`src/hdl/stm_defines.svh`:
```
`ifndef STM_DEFINES_SVH
`define STM_DEFINES_SVH

// ==========================================================================
// Widths
`define STM_SPI_W 8
`define STM_WCNT_W 4
`define STM_ID_W 29
`define STM_STD_ID_W 11
`define STM_DATA_W 64
`define STM_LEN_W 4
`define STM_CH_N 16
`define STM_DUR_W 32
`define STM_CFG_W 14

// ==========================================================================
// Reset values
`define STM_CNT_RST 4'h0
`define STM_CH_RST 16'h0000
`define STM_CFG_RST 14'h0000
`define STM_DUR_RST 32'h0000_0000

// ==========================================================================
// Timing: sample clock and duration limits
`define STM_CLK_PERIOD_PS 64'd4000
`define STM_DUR_MIN_PS 64'd10000
`define STM_DUR_MAX_NS 64'd9990000000
`define STM_DUR_MIN_CYC \
  ((`STM_DUR_MIN_PS + `STM_CLK_PERIOD_PS - 64'd1) / `STM_CLK_PERIOD_PS)
`define STM_DUR_MAX_CYC ((`STM_DUR_MAX_NS * 64'd1000) / `STM_CLK_PERIOD_PS)
`define STM_DUR_TOL_DIV 32'h0000_0014

`endif

```
`src/hdl/stm_pkg.sv`:
```
`include "stm_defines.svh"

package stm_pkg;

  // ========================================================================
  // Configuration encodings
  typedef enum logic [2:0] {
    STM_BUS_SPI = 3'h0, STM_BUS_CAN = 3'h1, STM_BUS_LIN = 3'h2,
    STM_BUS_PAR = 3'h3, STM_BUS_LOGIC = 3'h4
  } stm_bus_t;

  typedef enum logic [1:0] {
    STM_SPI_SS = 2'h0, STM_SPI_MOSI = 2'h1, STM_SPI_MISO = 2'h2, STM_SPI_BOTH = 2'h3
  } stm_spi_on_t;

  typedef enum logic [2:0] {
    STM_CAN_SOF = 3'h0, STM_CAN_FTYPE = 3'h1, STM_CAN_ID = 3'h2, STM_CAN_DATA = 3'h3,
    STM_CAN_IDDATA = 3'h4, STM_CAN_EOF = 3'h5, STM_CAN_NOACK = 3'h6, STM_CAN_STUFF = 3'h7
  } stm_can_on_t;

  typedef enum logic [2:0] {
    STM_LIN_SYNC = 3'h0, STM_LIN_ID = 3'h1, STM_LIN_DATA = 3'h2, STM_LIN_IDDATA = 3'h3,
    STM_LIN_WAKE = 3'h4, STM_LIN_SLEEP = 3'h5, STM_LIN_ERR = 3'h6
  } stm_lin_on_t;

  typedef enum logic [1:0] {
    STM_FRM_DATA = 2'h0, STM_FRM_REMOTE = 2'h1, STM_FRM_ERROR = 2'h2, STM_FRM_OVLD = 2'h3
  } stm_frm_t;

  typedef enum logic [1:0] {
    STM_DIR_WRITE = 2'h0, STM_DIR_READ = 2'h1, STM_DIR_ANY = 2'h2
  } stm_dir_t;

  typedef enum logic [2:0] {
    STM_REL_EQ = 3'h0, STM_REL_NE = 3'h1, STM_REL_LT = 3'h2,
    STM_REL_GT = 3'h3, STM_REL_LE = 3'h4, STM_REL_GE = 3'h5
  } stm_rel_t;

  typedef enum logic [1:0] {
    STM_CH_X = 2'h0, STM_CH_LOW = 2'h1, STM_CH_HIGH = 2'h2, STM_CH_CLK = 2'h3
  } stm_ch_t;

  typedef enum logic [1:0] {
    STM_EDGE_RISE = 2'h0, STM_EDGE_FALL = 2'h1, STM_EDGE_ANY = 2'h2
  } stm_edge_t;

  typedef enum logic [2:0] {
    STM_WHEN_TRUE = 3'h0, STM_WHEN_FALSE = 3'h1, STM_WHEN_GT = 3'h2,
    STM_WHEN_LT = 3'h3, STM_WHEN_EQ = 3'h4, STM_WHEN_NE = 3'h5
  } stm_when_t;

  // ========================================================================
  // Module state
  typedef struct packed {
    logic trig;
    logic [`STM_WCNT_W-1:0] spi_cnt;
    logic id_hit;
    logic [`STM_CH_N-1:0] ch_prev;
    logic pat_prev;
    logic [`STM_CFG_W-1:0] cfg_prev;
  } stm_top_st_t;

  typedef struct packed {
    logic [`STM_DUR_W-1:0] cnt;
    logic pat_prev;
    logic fire;
  } stm_dur_st_t;

endpackage

```
`src/hdl/stm_dur_if.sv`:
```
`timescale 1ns/100ps
`include "stm_defines.svh"

// ==========================================================================
// Link between the matcher and its duration qualifier
interface stm_dur_if;
  logic pat;
  logic clr;
  logic [1:0] mode;
  logic [`STM_DUR_W-1:0] dur;
  logic fire;
  modport ctl (output pat, output clr, output mode, output dur, input fire);
  modport qual (input pat, input clr, input mode, input dur, output fire);
endinterface

```
`src/hdl/stm_sync.sv`:
```
`timescale 1ns/100ps

// ==========================================================================
// Two-stage synchroniser; only the second stage is visible
module stm_sync #(
  parameter int W = 16
) (
  input wire logic clk_i,
  input wire logic rst_n_i,
  input wire logic [W-1:0] d_i,
  output logic [W-1:0] q_o
);
  typedef struct packed {
    logic [W-1:0] s1;
    logic [W-1:0] s2;
  } stm_sync_st_t;

  stm_sync_st_t st;
  stm_sync_st_t next_st;

  // Shift the pins through both stages
  always_comb begin
    next_st.s1 = d_i;
    next_st.s2 = st.s1;
  end

  always_ff @(posedge clk_i or negedge rst_n_i) begin
    if (!rst_n_i) begin
      st <= '0;
    end else begin
      st <= next_st;
    end
  end

  assign q_o = st.s2;
endmodule // stm_sync

```
`src/hdl/stm_dur.sv`:
```
`timescale 1ns/100ps
`include "stm_defines.svh"

// ==========================================================================
// Duration qualifier: times each true interval of the pattern
module stm_dur #(
  parameter logic [`STM_DUR_W-1:0] DUR_MAX_CYC = `STM_DUR_W'(`STM_DUR_MAX_CYC)
) (
  input wire logic clk_i,
  input wire logic rst_n_i,
  stm_dur_if.qual dif
);
  localparam logic [`STM_DUR_W-1:0] MIN_CYC = `STM_DUR_W'(`STM_DUR_MIN_CYC);
  localparam logic [`STM_DUR_W-1:0] SAT = '1;

  stm_pkg::stm_dur_st_t st;
  stm_pkg::stm_dur_st_t next_st;
  logic [`STM_DUR_W-1:0] lim;
  logic [`STM_DUR_W-1:0] tol;
  logic [`STM_DUR_W-1:0] diff;
  logic near;

  // Clamp the programmed time into its legal range, derive the 5% window
  always_comb begin
    lim = (dif.dur < MIN_CYC) ? MIN_CYC : ((dif.dur > DUR_MAX_CYC) ? DUR_MAX_CYC : dif.dur);
    tol = lim / `STM_DUR_TOL_DIV;
    diff = (st.cnt > lim) ? (st.cnt - lim) : (lim - st.cnt);
    near = (diff <= tol);
  end

  // Count while true; judge the interval on the falling edge only
  always_comb begin
    next_st = st;
    next_st.fire = 1'b0;
    next_st.pat_prev = dif.pat;
    if (dif.clr) begin
      next_st = '0;
    end else begin
      if (dif.pat && !st.pat_prev) begin
        next_st.cnt = `STM_DUR_W'(1);
      end else if (dif.pat && (st.cnt != SAT)) begin
        next_st.cnt = st.cnt + `STM_DUR_W'(1);
      end
      if (!dif.pat && st.pat_prev) begin
        unique case (dif.mode)
          2'h0: next_st.fire = (st.cnt > lim);
          2'h1: next_st.fire = (st.cnt < lim);
          2'h2: next_st.fire = near;
          2'h3: next_st.fire = !near;
        endcase
      end
    end
  end

  always_ff @(posedge clk_i or negedge rst_n_i) begin
    if (!rst_n_i) begin
      st <= '0;
    end else begin
      st <= next_st;
    end
  end

  assign dif.fire = st.fire;
endmodule // stm_dur

```
`src/hdl/stm_trigger.sv`:
```
`timescale 1ns/100ps
`include "stm_defines.svh"

// Behaviour
// - SPI fires on select, MOSI, MISO or both
// - SPI needs N consecutive matching words
// - Pattern digits are zero, one or don't-care
// - CAN offers eight selectable frame events
// - CAN frame-type event picks one of four
// - CAN identifier compared in chosen format
// - CAN identifier qualified by frame direction
// - Data compare uses one to eight bytes
// - LIN offers seven selectable frame events
// - Data relation: equal, unequal, less, greater, etc
// - Parallel bus fires on masked word match
// - Channels high, low, don't-care or clock
// - Clocked pattern sampled on chosen edge
// - Unclocked pattern fires going true or false
// - Fire on longer or shorter true interval
// - Equal duration means within five percent
module stm_trigger #(
  parameter logic [`STM_DUR_W-1:0] DUR_MAX_CYC = `STM_DUR_W'(`STM_DUR_MAX_CYC)
) (
  input wire logic CLK_I,
  input wire logic RST_N_I,
  // Mode selection
  input wire logic [2:0] BUS_TYPE_I,
  input wire logic [1:0] SPI_ON_I,
  input wire logic [2:0] CAN_ON_I,
  input wire logic [2:0] LIN_ON_I,
  // SPI configuration and decoded traffic
  input wire logic [`STM_WCNT_W-1:0] SPI_WORDS_I,
  input wire logic [`STM_SPI_W-1:0] SPI_MOSI_PAT_I,
  input wire logic [`STM_SPI_W-1:0] SPI_MOSI_CARE_I,
  input wire logic [`STM_SPI_W-1:0] SPI_MISO_PAT_I,
  input wire logic [`STM_SPI_W-1:0] SPI_MISO_CARE_I,
  input wire logic SPI_SS_START_I,
  input wire logic SPI_WORD_VLD_I,
  input wire logic [`STM_SPI_W-1:0] SPI_MOSI_I,
  input wire logic [`STM_SPI_W-1:0] SPI_MISO_I,
  // CAN / LIN configuration
  input wire logic [1:0] FRM_KIND_SEL_I,
  input wire logic ID_EXT_SEL_I,
  input wire logic [1:0] ID_DIR_SEL_I,
  input wire logic [`STM_ID_W-1:0] ID_PAT_I,
  input wire logic [`STM_ID_W-1:0] ID_CARE_I,
  input wire logic [`STM_LEN_W-1:0] DATA_LEN_I,
  input wire logic [`STM_DATA_W-1:0] DATA_PAT_I,
  input wire logic [`STM_DATA_W-1:0] DATA_CARE_I,
  input wire logic [2:0] DATA_REL_I,
  // CAN / LIN decoded frame events
  input wire logic FRM_SOF_I,
  input wire logic FRM_EOF_I,
  input wire logic FRM_KIND_VLD_I,
  input wire logic [1:0] FRM_KIND_I,
  input wire logic FRM_ID_VLD_I,
  input wire logic [`STM_ID_W-1:0] FRM_ID_I,
  input wire logic FRM_ID_EXT_I,
  input wire logic FRM_READ_I,
  input wire logic FRM_DATA_VLD_I,
  input wire logic [`STM_DATA_W-1:0] FRM_DATA_I,
  input wire logic [`STM_LEN_W-1:0] FRM_LEN_I,
  input wire logic FRM_NOACK_I,
  input wire logic FRM_STUFF_ERR_I,
  input wire logic LIN_SYNC_I,
  input wire logic LIN_WAKE_I,
  input wire logic LIN_SLEEP_I,
  input wire logic LIN_ERR_I,
  // Parallel bus
  input wire logic [`STM_CH_N-1:0] PAR_PINS_I,
  input wire logic [`STM_CH_N-1:0] PAR_PAT_I,
  input wire logic [`STM_CH_N-1:0] PAR_CARE_I,
  // Logic channels
  input wire logic [`STM_CH_N-1:0] CH_PINS_I,
  input wire logic [2*`STM_CH_N-1:0] CH_CFG_I,
  input wire logic [1:0] CLK_EDGE_I,
  input wire logic [2:0] LOGIC_WHEN_I,
  input wire logic [`STM_DUR_W-1:0] DUR_CYC_I,
  // Results
  output logic TRIG_O,
  output logic [`STM_WCNT_W-1:0] SPI_MATCH_CNT_O
);

  // ========================================================================
  // Signals
  stm_pkg::stm_top_st_t st;
  stm_pkg::stm_top_st_t next_st;
  logic [`STM_CH_N-1:0] ch;
  logic [`STM_CH_N-1:0] par;
  logic [`STM_CFG_W-1:0] cfg;
  logic cfg_chg;
  logic mosi_hit;
  logic miso_hit;
  logic spi_hit;
  logic [`STM_WCNT_W-1:0] spi_need;
  logic id_ok;
  logic data_ok;
  logic par_hit;
  logic [`STM_CH_N-1:0] ch_ok;
  logic [`STM_CH_N-1:0] clk_ch;
  logic pat;
  logic clk_edge;
  logic fire;
  stm_dur_if dif();

  // ========================================================================
  // Pin synchronisers (channels and parallel bus both come from pins)
  stm_sync #(.W(`STM_CH_N)) u_ch_sync (
    .clk_i(CLK_I),
    .rst_n_i(RST_N_I),
    .d_i(CH_PINS_I),
    .q_o(ch)
  );

  stm_sync #(.W(`STM_CH_N)) u_par_sync (
    .clk_i(CLK_I),
    .rst_n_i(RST_N_I),
    .d_i(PAR_PINS_I),
    .q_o(par)
  );

  // ========================================================================
  // Helper: relation between masked, length-limited received and set data
  function automatic logic data_rel(input logic [`STM_DATA_W-1:0] rx,
                                    input logic [`STM_LEN_W-1:0] rx_len);
    logic [`STM_LEN_W-1:0] len;
    logic [`STM_DATA_W-1:0] keep;
    logic [`STM_DATA_W-1:0] a;
    logic [`STM_DATA_W-1:0] b;
    logic r;
    len = (DATA_LEN_I == 4'h0) ? 4'h1 : ((DATA_LEN_I > 4'h8) ? 4'h8 : DATA_LEN_I);
    keep = {`STM_DATA_W{1'b1}} << (7'(4'h8 - len) * 7'h08);
    a = rx & keep & DATA_CARE_I;
    b = DATA_PAT_I & keep & DATA_CARE_I;
    unique case (stm_pkg::stm_rel_t'(DATA_REL_I))
      stm_pkg::STM_REL_EQ: r = (a == b);
      stm_pkg::STM_REL_NE: r = (a != b);
      stm_pkg::STM_REL_LT: r = (a < b);
      stm_pkg::STM_REL_GT: r = (a > b);
      stm_pkg::STM_REL_LE: r = (a <= b);
      stm_pkg::STM_REL_GE: r = (a >= b);
      default: r = 1'b0;
    endcase
    return r && (rx_len >= len);
  endfunction

  // ========================================================================
  // Configuration watch: any change of bus type or mode selection drops partial progress
  assign cfg = {BUS_TYPE_I, SPI_ON_I, CAN_ON_I, LIN_ON_I, LOGIC_WHEN_I};
  assign cfg_chg = (cfg != st.cfg_prev);

  // SPI word comparison per line, don't-care bits excluded
  always_comb begin
    mosi_hit = ((SPI_MOSI_I ^ SPI_MOSI_PAT_I) & SPI_MOSI_CARE_I) == '0;
    miso_hit = ((SPI_MISO_I ^ SPI_MISO_PAT_I) & SPI_MISO_CARE_I) == '0;
    unique case (stm_pkg::stm_spi_on_t'(SPI_ON_I))
      stm_pkg::STM_SPI_MOSI: spi_hit = mosi_hit;
      stm_pkg::STM_SPI_MISO: spi_hit = miso_hit;
      stm_pkg::STM_SPI_BOTH: spi_hit = mosi_hit && miso_hit;
      stm_pkg::STM_SPI_SS: spi_hit = 1'b0;
    endcase
    spi_need = (SPI_WORDS_I == '0) ? `STM_WCNT_W'(1) : SPI_WORDS_I;
  end

  // Frame identifier and data qualification
  always_comb begin
    id_ok = ((FRM_ID_I ^ ID_PAT_I) & ID_CARE_I) == '0;
    if (stm_pkg::stm_bus_t'(BUS_TYPE_I) == stm_pkg::STM_BUS_CAN) begin
      // Standard ids only look at the low bits of the pattern
      if (!ID_EXT_SEL_I) begin
        id_ok = (((FRM_ID_I ^ ID_PAT_I) & ID_CARE_I) & `STM_ID_W'(12'h7FF)) == '0;
      end
      id_ok = id_ok && (FRM_ID_EXT_I == ID_EXT_SEL_I);
      unique case (stm_pkg::stm_dir_t'(ID_DIR_SEL_I))
        stm_pkg::STM_DIR_WRITE: id_ok = id_ok && !FRM_READ_I;
        stm_pkg::STM_DIR_READ: id_ok = id_ok && FRM_READ_I;
        default: id_ok = id_ok;
      endcase
    end
    data_ok = data_rel(FRM_DATA_I, FRM_LEN_I);
  end

  // Parallel word and logic pattern evaluation
  always_comb begin
    par_hit = ((par ^ PAR_PAT_I) & PAR_CARE_I) == '0;
    for (int i = 0; i < `STM_CH_N; i++) begin
      unique case (stm_pkg::stm_ch_t'(CH_CFG_I[2*i +: 2]))
        stm_pkg::STM_CH_HIGH: ch_ok[i] = ch[i];
        stm_pkg::STM_CH_LOW: ch_ok[i] = !ch[i];
        stm_pkg::STM_CH_X: ch_ok[i] = 1'b1;
        stm_pkg::STM_CH_CLK: ch_ok[i] = 1'b1;
      endcase
      clk_ch[i] = (CH_CFG_I[2*i +: 2] == 2'h3);
    end
    pat = &ch_ok;
    unique case (stm_pkg::stm_edge_t'(CLK_EDGE_I))
      stm_pkg::STM_EDGE_RISE: clk_edge = |(clk_ch & ch & ~st.ch_prev);
      stm_pkg::STM_EDGE_FALL: clk_edge = |(clk_ch & ~ch & st.ch_prev);
      default: clk_edge = |(clk_ch & (ch ^ st.ch_prev));
    endcase
  end

  // ========================================================================
  // Duration qualifier hookup; only timed when-modes without a clock use it
  assign dif.pat = pat;
  assign dif.clr = cfg_chg || (|clk_ch);
  assign dif.mode = 2'(LOGIC_WHEN_I - 3'h2);
  assign dif.dur = DUR_CYC_I;

  stm_dur #(.DUR_MAX_CYC(DUR_MAX_CYC)) u_dur (
    .clk_i(CLK_I),
    .rst_n_i(RST_N_I),
    .dif(dif)
  );

  // ========================================================================
  // Event selection: only the active bus type and trigger mode may fire
  always_comb begin
    next_st = st;
    next_st.cfg_prev = cfg;
    next_st.ch_prev = ch;
    next_st.pat_prev = pat;
    fire = 1'b0;
    unique case (BUS_TYPE_I)
      3'h0: begin
        if (SPI_ON_I == 2'h0) begin
          fire = SPI_SS_START_I;
        end else if (SPI_SS_START_I) begin
          next_st.spi_cnt = '0;
        end else if (SPI_WORD_VLD_I) begin
          if (!spi_hit) begin
            next_st.spi_cnt = '0;
          end else if (st.spi_cnt + `STM_WCNT_W'(1) >= spi_need) begin
            fire = 1'b1;
            next_st.spi_cnt = '0;
          end else begin
            next_st.spi_cnt = st.spi_cnt + `STM_WCNT_W'(1);
          end
        end
      end
      3'h1: begin
        unique case (stm_pkg::stm_can_on_t'(CAN_ON_I))
          stm_pkg::STM_CAN_SOF: fire = FRM_SOF_I;
          stm_pkg::STM_CAN_FTYPE: fire = FRM_KIND_VLD_I && (FRM_KIND_I == FRM_KIND_SEL_I);
          stm_pkg::STM_CAN_ID: fire = FRM_ID_VLD_I && id_ok;
          stm_pkg::STM_CAN_DATA: fire = FRM_DATA_VLD_I && data_ok;
          stm_pkg::STM_CAN_IDDATA: fire = FRM_DATA_VLD_I && data_ok && st.id_hit;
          stm_pkg::STM_CAN_EOF: fire = FRM_EOF_I;
          stm_pkg::STM_CAN_NOACK: fire = FRM_NOACK_I;
          stm_pkg::STM_CAN_STUFF: fire = FRM_STUFF_ERR_I;
        endcase
      end
      3'h2: begin
        unique case (LIN_ON_I)
          3'h0: fire = LIN_SYNC_I;
          3'h1: fire = FRM_ID_VLD_I && id_ok;
          3'h2: fire = FRM_DATA_VLD_I && data_ok;
          3'h3: fire = FRM_DATA_VLD_I && data_ok && st.id_hit;
          3'h4: fire = LIN_WAKE_I;
          3'h5: fire = LIN_SLEEP_I;
          3'h6: fire = LIN_ERR_I;
          default: fire = 1'b0;
        endcase
      end
      3'h3: fire = par_hit;
      3'h4: begin
        if (|clk_ch) begin
          fire = clk_edge && pat;
        end else if (LOGIC_WHEN_I == 3'h0) begin
          fire = pat && !st.pat_prev;
        end else if (LOGIC_WHEN_I == 3'h1) begin
          fire = !pat && st.pat_prev;
        end else if (LOGIC_WHEN_I <= 3'h5) begin
          fire = dif.fire;
        end
      end
      default: fire = 1'b0;
    endcase
    // Identifier half of an id-plus-data match waits for the data field
    if (FRM_SOF_I) begin
      next_st.id_hit = 1'b0;
    end else if (FRM_ID_VLD_I) begin
      next_st.id_hit = id_ok;
    end
    if (cfg_chg) begin
      next_st.spi_cnt = '0;
      next_st.id_hit = 1'b0;
    end
    next_st.trig = fire;
  end

  always_ff @(posedge CLK_I or negedge RST_N_I) begin
    if (!RST_N_I) begin
      st <= '0;
    end else begin
      st <= next_st;
    end
  end

  assign TRIG_O = st.trig;
  assign SPI_MATCH_CNT_O = st.spi_cnt;
endmodule // stm_trigger

```
`config.mk`:
```
export PLATFORM = sky130hd
export DESIGN_NAME = stm_trigger
export DESIGN_NICKNAME = d
export VERILOG_FILES = /design/src/hdl/stm_pkg.sv /design/src/hdl/stm_dur_if.sv /design/src/hdl/stm_sync.sv /design/src/hdl/stm_dur.sv /design/src/hdl/stm_trigger.sv
export VERILOG_INCLUDE_DIRS = /design/src /design/src/hdl
export SDC_FILE = /design/constraint.sdc
export NUM_CORES = 1
export LEC_CHECK = 0
export BUFFER_PORTS_ARGS = -buffer_cell sky130_fd_sc_hd__buf_4
export CAP_MARGIN = 25
export CORE_MARGIN = 10
export CORE_UTILIZATION = 25
export CTS_BUF_LIST = sky130_fd_sc_hd__clkbuf_4 sky130_fd_sc_hd__clkbuf_8 sky130_fd_sc_hd__clkbuf_16
export DETAILED_ROUTE_END_ITERATION = 6
export PLACE_DENSITY = 0.48
export SKIP_CTS_REPAIR_TIMING = 1
export SYNTH_ARGS = -nofsm -noshare
export SYNTH_HDL_FRONTEND = slang
export SYNTH_HIERARCHICAL = 1
export SYNTH_SLANG_ARGS = --single-unit
```
`constraint.sdc`:
```
create_clock -name CLK_I -period 8.5 [get_ports CLK_I]
set_input_delay 0.85 -clock CLK_I [delete_from_list [all_inputs] [get_ports CLK_I]]
set_output_delay 0.85 -clock CLK_I [all_outputs]
set_load 0.02 [all_outputs]
```
# Word level (Yosys, flattened, before mapping)

Cells that the tools add are included.
Widths: inputs -> output; s select.

Flip-flop bits (word level): 135
Latch bits: 0
Memory bits (writable): 0
Memory bits (read-only): 0
Output and inout port bits: 5
Logic and storage cells: 292
Memories kept: 0

$add $sub $neg: 6
Multipliers: 0
Divide/modulo/power cells: 1
$lt $le $gt $ge: 13
Equal/unequal tests: 86
Shift operators: 1
Mux-type cells: 57
Bitwise operators: 20
Reductions and logical operators: 95

Operator list:

| operator              | number |
|---|---|
| $and 64x64->64        | 4 |
| $mux 32               | 6 |
| $and 16x16->16        | 6 |
| $eq 2x2->1 const B    | 36 |
| $eq 64x64->1          | 1 |
| $ge 64x64->1          | 1 |
| $gt 64x64->1          | 1 |
| $le 64x64->1          | 1 |
| $lt 64x64->1          | 1 |
| $ne 64x64->1          | 1 |
| $reduce_or 16->1      | 4 |
| $shl 64x7->64 const A | 1 |
| $sub 32x32->32        | 2 |
| $logic_not 29->1      | 2 |
| $pmux 1 s3            | 16 |
| $eq 2x1->1 const B    | 20 |
| $logic_not 2->1       | 20 |
| $mux 4                | 9 |
| $add 32x1->32 const B | 1 |
| $div 32x5->32 const B | 1 |
| $gt 32x32->1          | 1 |
| $gt 32x32->1 const B  | 1 |
| $le 32x32->1          | 1 |
| $lt 32x2->1 const B   | 1 |
| 41 further kinds      | 141 |

# Depth between registers and ports, before layout

Gate-level depths: netlist of run 1.

Depth after elaboration: 14
Mapped depth: 62

# Cells and area by module

Netlist of run 1, hierarchy kept.

Modules (own cells, without submodules):

| module      | instances | cells an instance | area each (um2) | sequential area each (um2) |
|---|---|---|---|---|
| stm_dur     | 1         | 1496              | 10161.0         | 850.8 |
| stm_trigger | 1         | 797               | 6416.2          | 925.9 |
| stm_sync    | 2         | 32                | 800.8           | 800.8 |

# Worst setup path after synthesis of run 1

OpenSTA, ideal clock, no wires.

Path kind: input to register
Start point: input DUR_CYC_I[11]
End point: register u_dur.st, in the netlist u_dur/dif.fire
Library setup time: 105 ps
Arrival time: 10781 ps
Data required time: 8395 ps
Slack: -2386 ps
Stages on the path: 54
Buffers on the path: 4
Path through: buf_2 > or3_1 > or4_4 > a2111oi_4 > or2_2 > buf_4 > a21oi_2 > a311o_1 > o21ai_2 > mux2_4 > a221oi_4 > buf_6 > o21ai_1 > a221oi_4 > a22o_4 > a41oi_1 > a31o_1 > a32o_1 > [... 18 more ...] > o21a_1 > o21ai_0 > nand2b_1 > a21oi_1 > nor2b_1 > o21ai_0 > nand2b_1 > a21oi_1 > o22ai_1 > a2111oi_0 > o21ai_0 > o41ai_1 > nand3_1 > nor2_1 > nand3_1 > o21ai_0 > o21ai_0 > nor4b_1

RTL lines:

| what                 | line              | source |
|---|---|---|
| start, declared      | stm_trigger.sv:78 | `` input wire logic [`STM_DUR_W-1:0] DUR_CYC_I, `` |
| end signal, assigned | stm_dur.sv:59     | `st <= next_st;` |
| end, declared        | stm_dur.sv:16     | `stm_pkg::stm_dur_st_t st;` |

==> qor.csv, run 1 <==
metric,value,unit
status,"complete, but fails checks",
violations,negative setup slack,
hold_start,u_ch_sync/next_st[3],
ys_ff_latch,135,
cts.sinks,135,
hold_path.class,flip-flop to flip-flop,
n_fill_cell,7476,
die_w,290,um
setup_ws,-2.72,ns
preCtsSetupSlack,-3.46,ns
crit_path_top_delay_cell,or4_4,
clk_latency,0.44,ns
tritoncts,built,
yosys_warnings,6,
initial_core_util,25.3,%
finClkSkew,0.0156,ns
grt_setup_unrepaired,yes,
die_h,290,um
dr.pass1.iters,5,
htree_levels,4,
synth_edf_count,0,
cp_common_cell,o21ai_1,
layout.nets,3974,
min_period,11.22,ns
dp_hpwl,76.3,mm
clkSlewWorstSetupHoldPaths,0.06,ns
setup-violations-final,1,
synth.distinct_cells,113,
cp.arrival,11.55,ns
post_drt_wl_per_cell,21.2,um
synth_area,18200,um2
io_pins,515,
clockPowerShare,20.5,%
ir_worst_vdd,0.136,mV
drc,0,
switching_share,40.1,%
area_delta_synth_final,50.3,%
postRouteAntennaNets,0,
timing.rr.start,u_dur/st[2],
stdcell_count,4213,
synth-async-reset-ratio,100,%
p_switching,1.40,mW
slew_headroom,28.4,%
p_per_area,127,nW/um2
avgSynthCellArea,7.71,um2
finish.utilization,38.1,%
drt-initial-drc-count,1369,
synthTopCellsByArea,"dfrtp_1, ha_1, a21oi_1, xor2_1, nor2_1",
grt_max_degree,72,
die_area,83900,um2
leakage,12.9,nW
final_layout_size_suffix_gt1_share,34.6,%
antenna_found_initial,7,
overflow,0,
period_share,132,%
power.total,3.48,mW
slew_violations,0,
cp-end-kind,flip-flop,
yosysSeqAreaShare,18.6,%
synth_area_leader_cell,dfrtp_1,
crit_type,primary input to flip-flop,
crit_path_start,DUR_CYC_I[13],
syn_inst,2357,
fmax,0.0891,GHz
io_buffers,514,
internal_power,2.08,mW
hold_viol,0,
rows,98,
worstMarginPinSlew,1.07,ns
via_per_inst,5.11,
grt_use_total,20.0,%
synth_fp_nets,3085,
path_max_fanout,6,
ys.flop_type,dfrtp_1,
cp_slowest_stage_delay,0.53,ns
startpoint_type,primary input,
grt_pass1_wl,131,mm
max_cap_violations,0,
yosysTopAreaCellShare,18.6,%
core,71700,um2
gp_congestion,0.986,
cts_made_buffers,17,
clk_path_buf_depth,2,
multiInputGateArea,14300,um2
register_area,3380,um2
power_frac_comb,60.0,%
critPathRequiredTime,8.83,ns
wl,89.3,mm
root_buffer,clkbuf_16,
place_inst,4147,
grt_pass1_vias,21443,
pwr-share-seq,19.5,%
via_count,21538,
-- critical path, delay by kind of cell --
kind	cells	cell delay (ns)
compound gates	27	5.21
fa+ha+maj	2	0.60
buf+inv	7	1.01
mux	1	0.29
simple gates	19	3.55
-- flip-flops by register name, summed over array words and instances, names as in the netlist --
name                count
SPI_MATCH_CNT_O         4
TRIG_O                  1
st                     32
u_ch_sync/next_st      16
u_ch_sync/q_o          16
u_dur/dif.fire          1
u_dur/st               33
u_par_sync/next_st     16
u_par_sync/q_o         16
-- power groups by stage --
| stage | Sequential, mW | Clock, mW | Combinational (mW) |
|---|---|---|---|
| 2_1_floorplan | 0.686 | 0 | 1.02 |
| 3_3_place_gp | 0.691 | 0 | 1.88 |
| 3_5_place_dp | 0.692 | 0 | 1.90 |
| 4_1_cts | 0.680 | 0.730 | 1.91 |
| 5_1_grt | 0.682 | 0.760 | 2.28 |
| 6_report | 0.679 | 0.712 | 2.09 |
-- synth_stat cells, types with 19 or more instances --
| library cell | n |
|---|---|
| ha_1 | 216 |
| a21oi_1 | 185 |
| nor2_1 | 173 |
| nand2_1 | 156 |
| dfrtp_1 | 135 |
| inv_1 | 131 |
| nand3_1 | 121 |
| o21ai_0 | 114 |
| xor2_1 | 84 |
| clkbuf_1 | 75 |
| nand4_1 | 73 |
| xnor2_1 | 68 |
| and3_1 | 66 |
| a21o_1 | 53 |
| nand2b_1 | 47 |
| nor3_1 | 46 |
| nor4_1 | 40 |
| nand3b_1 | 35 |
| a22oi_1 | 34 |
| o21bai_1 | 34 |
| nor2b_1 | 32 |
| mux2i_1 | 25 |
| a31oi_1 | 23 |
| o211ai_1 | 22 |
| o31ai_1 | 19 |
| or3_1 | 19 |
-- logic make-up (layout without fill, tap and decap cells) --
family                     count (synthesis)  count (layout)  synth area share, %
buffers and inverters                    250            1148                 5.49
DFF                                      135             135                 18.6
other                                      1               5               0.0206
and+or+nand+nor                          884             885                 25.6
adders and majority gates                221             221                 15.3
muxes                                     29              29                 1.66
AOI/OAI and AO/OA                        685             688                 26.1
xor gates and xnor gates                 152             152                 7.32
-- final timing paths --
| kind | to | slack [ns] | cells past startpoint |
|---|---|---|---|
| max reg2reg | u_dur/dif.fire | 1.70 | 38 |
| min in group asynchronous | u_par_sync/q_o[1] | 0.40 | 1 |
| min | u_ch_sync/q_o[3] | 0.35 | 0 |
| min reg2reg | u_ch_sync/q_o[3] | 0.35 | 0 |
| max | u_dur/dif.fire | -2.72 | 56 |
| max in group asynchronous | u_dur/st[2] | 6.70 | 2 |
-- cell usage in the layout, fill, tap and decap left out, types with 39 or more instances in the layout --
cell,instances
buf_4,961
ha_1,216
a21oi_1,183
nor2_1,171
nand2_1,154
dfrtp_1,135
inv_1,131
nand3_1,121
o21ai_0,106
xor2_1,84
nand4_1,73
xnor2_1,67
and3_1,64
a21o_1,52
nand2b_1,47
nor3_1,40
nor4_1,39
-- stage by stage --
stage	hold slack (ns)	TNS, ns	cell area [um2]
floorplan	0.331	-2.10	18300
global placement	0.332	-3.30	26100
detailed placement	0.335	-3.46	26100
CTS	0.347	-3.09	26700
global route	0.352	-3.30	27300
finish	0.347	-2.72	27300
-- layout make-up --
class	count	area share [%]
multi-input cells	1976	52.3
well taps	950	4.35
inverters	145	1.99
flip-flops and latches	135	12.4
clock buffers	17	1.56
repair buffers	971	26.9
clock inverters	15	0.527
diodes	4	0.0366
-- routing by layer --
metal	routed length (um)	track usage, %	vias up
met1	38800	25.1	10321
li1	-	-	10514
met2	44100	35.6	641
met4	1310	4.30	2
met3	5060	2.76	60
met5	13	0	-
Power figures use the tool's default switching activity.
==> inputs of run 2 (changes only) <==
--- a/config.mk
+++ b/config.mk
@@ -13,6 +13,8 @@
 export CTS_BUF_LIST = sky130_fd_sc_hd__clkbuf_4 sky130_fd_sc_hd__clkbuf_8 sky130_fd_sc_hd__clkbuf_16
 export DETAILED_ROUTE_END_ITERATION = 6
 export PLACE_DENSITY = 0.48
+export RECOVER_POWER = 100
+export REMOVE_ABC_BUFFERS = 1
 export SKIP_CTS_REPAIR_TIMING = 1
 export SYNTH_ARGS = -nofsm -noshare
 export SYNTH_HDL_FRONTEND = slang
==> run 2 against run 1 <==
The run ends with max-capacitance violations, max-slew violations, negative setup slack left; total power is 4.3% higher; register-to-register slack worse by 0.59 ns; via count is 0.40% higher; combinational power is 3% higher; critical path depth stayed put; cell area hardly changed; critical endpoint unchanged.
==> qor.csv, run 2 (synthesis gave the netlist of run 1 again) <==
metric,value,unit
layout_commonest_cell,buf_4,
ir_worst_vdd,0.134,mV
mostFrequentLayoutCells,"buf_4, ha_1, a21oi_1, nor2_1, nand2_1",
cp_slowest_stage_delay,0.45,ns
initial_core_util,25.3,%
overflow,0,
startpoint_type,primary input,
finClkSkew,0.0156,ns
wl,90.2,mm
period_share,131,%
cts_made_buffers,17,
area_delta_synth_final,50.4,%
status,"complete, but fails checks",
violations,"max-capacitance violations, max-slew violations, negative setup slack",
regMostFlops,u_dur/st,
drc,0,
setup-violations-final,1,
rows,98,
stdcell_count,4216,
post_drt_wl_per_cell,21.4,um
worstMarginPinSlew,4.04,ns
switching_share,40.0,%
die_h,290,um
die_area,83900,um2
grt_pass1_vias,21759,
io_buffers,514,
layout.nets,3977,
htree_levels,4,
tritoncts,built,
hold_path.class,flip-flop to flip-flop,
leakage,12.9,nW
cp-end-kind,flip-flop,
clk_path_buf_depth,2,
setup_ws,-2.68,ns
antenna_found_initial,5,
drt-initial-drc-count,1397,
crit_type,primary input to flip-flop,
die_w,290,um
cts.sinks,135,
clk_latency,0.48,ns
grt_max_degree,76,
final_area,27300,um2
grt_use_total,20.4,%
core,71700,um2
hold_viol,0,
final_layout_size_suffix_gt1_share,34.2,%
reg.largest.list,"u_dur/st x33, st x32",
placed_area,26100,um2
pwr-share-seq,18.7,%
largest_reg_flops,33,
cp_common_cell,o21ai_1,
root_buffer,clkbuf_16,
slew_headroom,-170,%
postRouteAntennaNets,0,
gp_congestion,0.979,
min_period,11.18,ns
critPathRequiredTime,8.86,ns
internal_power,2.18,mW
clockPowerShare,22.1,%
fmax,0.0895,GHz
place_inst,4152,
n_fill_cell,7467,
dr.pass1.iters,5,
cp.arrival,11.54,ns
power_frac_comb,59.2,%
via_per_inst,5.13,
grt_pass1_wl,133,mm
dp_hpwl,77.1,mm
max_cap_violations,2,
io_pins,515,
slew_violations,138,
p_switching,1.45,mW
via_count,21625,
clkSlewWorstSetupHoldPaths,0.06,ns
p_per_area,133,nW/um2
preCtsSetupSlack,-3.60,ns
path_max_fanout,8,
fin_tns_setup,-2.68,ns
crit_path_top_delay_cell,or4_4,
grt_setup_unrepaired,yes,
-- run 2: stage by stage --
stage	hold WS [ns]	total power, mW	util (%)
after global routing	0.353	3.87	38.1
after CTS	0.349	3.49	37.3
final	0.348	3.63	38.1
after floorplan	0.331	1.65	-
after global placement	0.332	2.65	36.4
after detailed placement	0.335	2.66	36.4
-- run 2: final cells by class --
cell class / count / area, um2 / share of cell area (%)
Timing Repair Buffer: 976 / 7340 / 26.9
Inverter: 145 / 544 / 1.99
Clock buffer: 17 / 425 / 1.56
Clock inverter: 15 / 199 / 0.728
Tap cell: 950 / 1190 / 4.35
Multi-Input combinational cell: 1974 / 14200 / 52.1
Antenna cell: 4 / 10.0 / 0.0366
Sequential cell: 135 / 3380 / 12.4
-- run 2: path summary, 6_finish.rpt --
check / startpoint / to / slack (ns) / depth (start not counted)
min reg2reg: u_par_sync/next_st[13] / u_par_sync/q_o[13] / 0.35 / 0
max in group asynchronous: RST_N_I / u_dur/st[25] / 3.46 / 2
max reg2reg: u_dur/st[2] / u_dur/dif.fire / 1.11 / 35
min in group asynchronous: RST_N_I / u_par_sync/next_st[4] / 1.79 / 1
min: u_par_sync/next_st[13] / u_par_sync/q_o[13] / 0.35 / 0
max: DUR_CYC_I[10] / u_dur/dif.fire / -2.68 / 56
-- run 2: power groups by stage --
stage               clock (mW)  combinational, mW  sequential [mW]
floorplan                    0              0.961            0.686
global placement             0               1.96            0.691
detailed placement           0               1.97            0.692
CTS                      0.833               1.98            0.680
global route             0.857               2.33            0.682
finish                   0.802               2.15            0.679
-- run 2: per-layer routing --
layer / global-route usage (%) / vias up / wire length [um]
met5: 0 / - / 13
met1: 24.2 / 10339 / 37300
met4: 5.19 / 2 / 1930
met2: 37.4 / 679 / 45700
met3: 3.30 / 97 / 5300
li1: - / 10508 / -
-- run 2: critical path: cells and delay by family --
kind                     cells  cell delay, ns
buffers and inverters        6            0.88
adder cells (fa/ha/maj)      2            0.59
AO/OA/AOI/OAI               28            5.12
multiplexers                 1            0.30
AND/OR/NAND/NOR             19            3.80
==> inputs of run 3 (changes only) <==
--- a/config.mk
+++ b/config.mk
@@ -12,7 +12,7 @@
 export CORE_UTILIZATION = 25
 export CTS_BUF_LIST = sky130_fd_sc_hd__clkbuf_4 sky130_fd_sc_hd__clkbuf_8 sky130_fd_sc_hd__clkbuf_16
 export DETAILED_ROUTE_END_ITERATION = 6
-export PLACE_DENSITY = 0.48
+export PLACE_DENSITY = 0.52
 export RECOVER_POWER = 100
 export REMOVE_ABC_BUFFERS = 1
 export SKIP_CTS_REPAIR_TIMING = 1
==> run 3 against run 2 <==
The run still ends with max-capacitance violations, max-slew violations, negative setup slack left; global-route usage shrank 1.0 points; clock power shrank 7.9%; sequential cell count is the same; total power shrank 3.0%; via count shrank 2.3%; clock-buffer cell count grew 3; combinational power shrank 2%; largest power group unchanged; sequential power is essentially flat.
==> qor.csv, run 3 (synthesis gave the netlist of run 1 again) <==
metric,value,unit
grt_setup_unrepaired,yes,
finClkSkew,0.0183,ns
setup-violations-final,1,
dp_hpwl,74.1,mm
layout_commonest_cell,buf_4,
fmax,0.0888,GHz
grt_pass1_wl,126,mm
clk_path_buf_depth,2,
layout.nets,3968,
p_per_area,129,nW/um2
regMostFlops,u_dur/st,
drt-initial-drc-count,1133,
overflow,0,
reg.largest.list,"u_dur/st x33, st x32",
setup_ws,-2.77,ns
period_share,133,%
cts.sinks,135,
max_cap_violations,3,
critPathRequiredTime,8.85,ns
core,71700,um2
mostFrequentLayoutCells,"buf_4, ha_1, a21oi_1, nor2_1, nand2_1",
cts_made_buffers,17,
initial_core_util,25.3,%
path_max_fanout,7,
htree_levels,4,
n_fill_cell,7551,
min_period,11.27,ns
cp-end-kind,flip-flop,
status,"complete, but fails checks",
finish.utilization,38.0,%
hold_depth,0,
via_count,21129,
io_pins,515,
violations,"max-capacitance violations, max-slew violations, negative setup slack",
grt_use_total,19.4,%
grt_pass1_vias,20900,
worstMarginPinSlew,4.58,ns
die_area,83900,um2
startpoint_type,primary input,
hold_viol,0,
slew_headroom,-205,%
clkSlewWorstSetupHoldPaths,0.06,ns
crit_path_top_delay_cell,or4_4,
hold_start,u_par_sync/next_st[2],
gp_congestion,0.925,
post_drt_wl_per_cell,20.7,um
via_per_inst,5.02,
antenna_found_initial,13,
placed_area,26000,um2
final_area,27300,um2
grt_max_degree,85,
wl,87.0,mm
slew_violations,158,
clk_latency,0.45,ns
timing.rr.start,u_dur/st[2],
drc,0,
die_w,290,um
hold_path.class,flip-flop to flip-flop,
leakage,12.9,nW
cp_slowest_stage_delay,0.59,ns
postRouteAntennaNets,0,
crit_path_start,DUR_CYC_I[13],
area_delta_synth_final,50.1,%
largest_reg_flops,33,
dr.pass1.iters,5,
root_buffer,clkbuf_16,
reg2regPathDepth,37,
io_buffers,514,
rows,98,
final_layout_size_suffix_gt1_share,34.3,%
cp.arrival,11.61,ns
tritoncts,built,
die_h,290,um
crit_type,primary input to flip-flop,
ir_worst_vdd,0.147,mV
## run 3: cell count changes in the layout (fill, tap and decap cells not counted), moves of 3 or more
cell	change
diode_2	+3
inv_8	-3
nor3_2	-3
nor4b_2	+4
nor4b_1	-3
clkinv_2	+3
inv_6	-3
## run 3: worst max-delay path, delay by kind of cell
family	cells	cell delay, ns
AO/OA/AOI/OAI	31	5.85
AND/OR/NAND/NOR	17	3.37
buffers and inverters	6	0.92
adder cells (fa/ha/maj)	2	0.60
## run 3: layout make-up
type | count | area, um2 | area share (%)
clock buffer | 20 | 454 | 1.66
inverter | 145 | 544 | 2.00
timing repair buffer | 967 | 7230 | 26.5
sequential | 135 | 3380 | 12.4
tap | 950 | 1190 | 4.36
clock inverter | 12 | 116 | 0.427
antenna | 7 | 17.5 | 0.0642
multi-input combinational | 1974 | 14300 | 52.6
## run 3: path summary, 6_finish.rpt
path / to / slack [ns]
worst max-delay path: u_dur/dif.fire / -2.77
worst max register to register: u_dur/dif.fire / 1.72
min in group asynchronous: u_par_sync/next_st[1] / 2.05
max in group asynchronous: SPI_MATCH_CNT_O[1] / 2.10
worst min-delay path: u_par_sync/q_o[2] / 0.35
worst min register to register: u_par_sync/q_o[2] / 0.35
## run 3: per-stage QoR
stage	setup TNS [ns]	power [mW]	setup slack (ns)	instances	hold WS (ns)
CTS	-3.11	3.36	-3.11	4174	0.348
detailed placement	-3.54	2.60	-3.54	4142	0.335
global route	-3.37	3.76	-3.37	4210	0.354
floorplan	-3.76	1.65	-3.76	2252	0.331
finish	-2.77	3.52	-2.77	4210	0.346
global placement	-3.34	2.60	-3.34	4141	0.332
## run 3: report_power, final
part | total (mW) | switching (mW) | internal (mW)
Clock | 0.739 | 0.319 | 0.421
Sequential | 0.679 | 0.0135 | 0.666
Combinational | 2.10 | 1.06 | 1.04
Total | 3.52 | 1.39 | 2.13
## run 3: routing by layer
metal / track usage, % / vias to the layer above / part of all wire [%] / wire length, um
met5: 0 / - / 0.053 / 46
met4: 6.04 / 8 / 2.7 / 2320
met3: 3.06 / 97 / 5.5 / 4770
met2: 36.7 / 590 / 53 / 46000
met1: 21.6 / 9936 / 39 / 33900
li1: - / 10498 / - / -
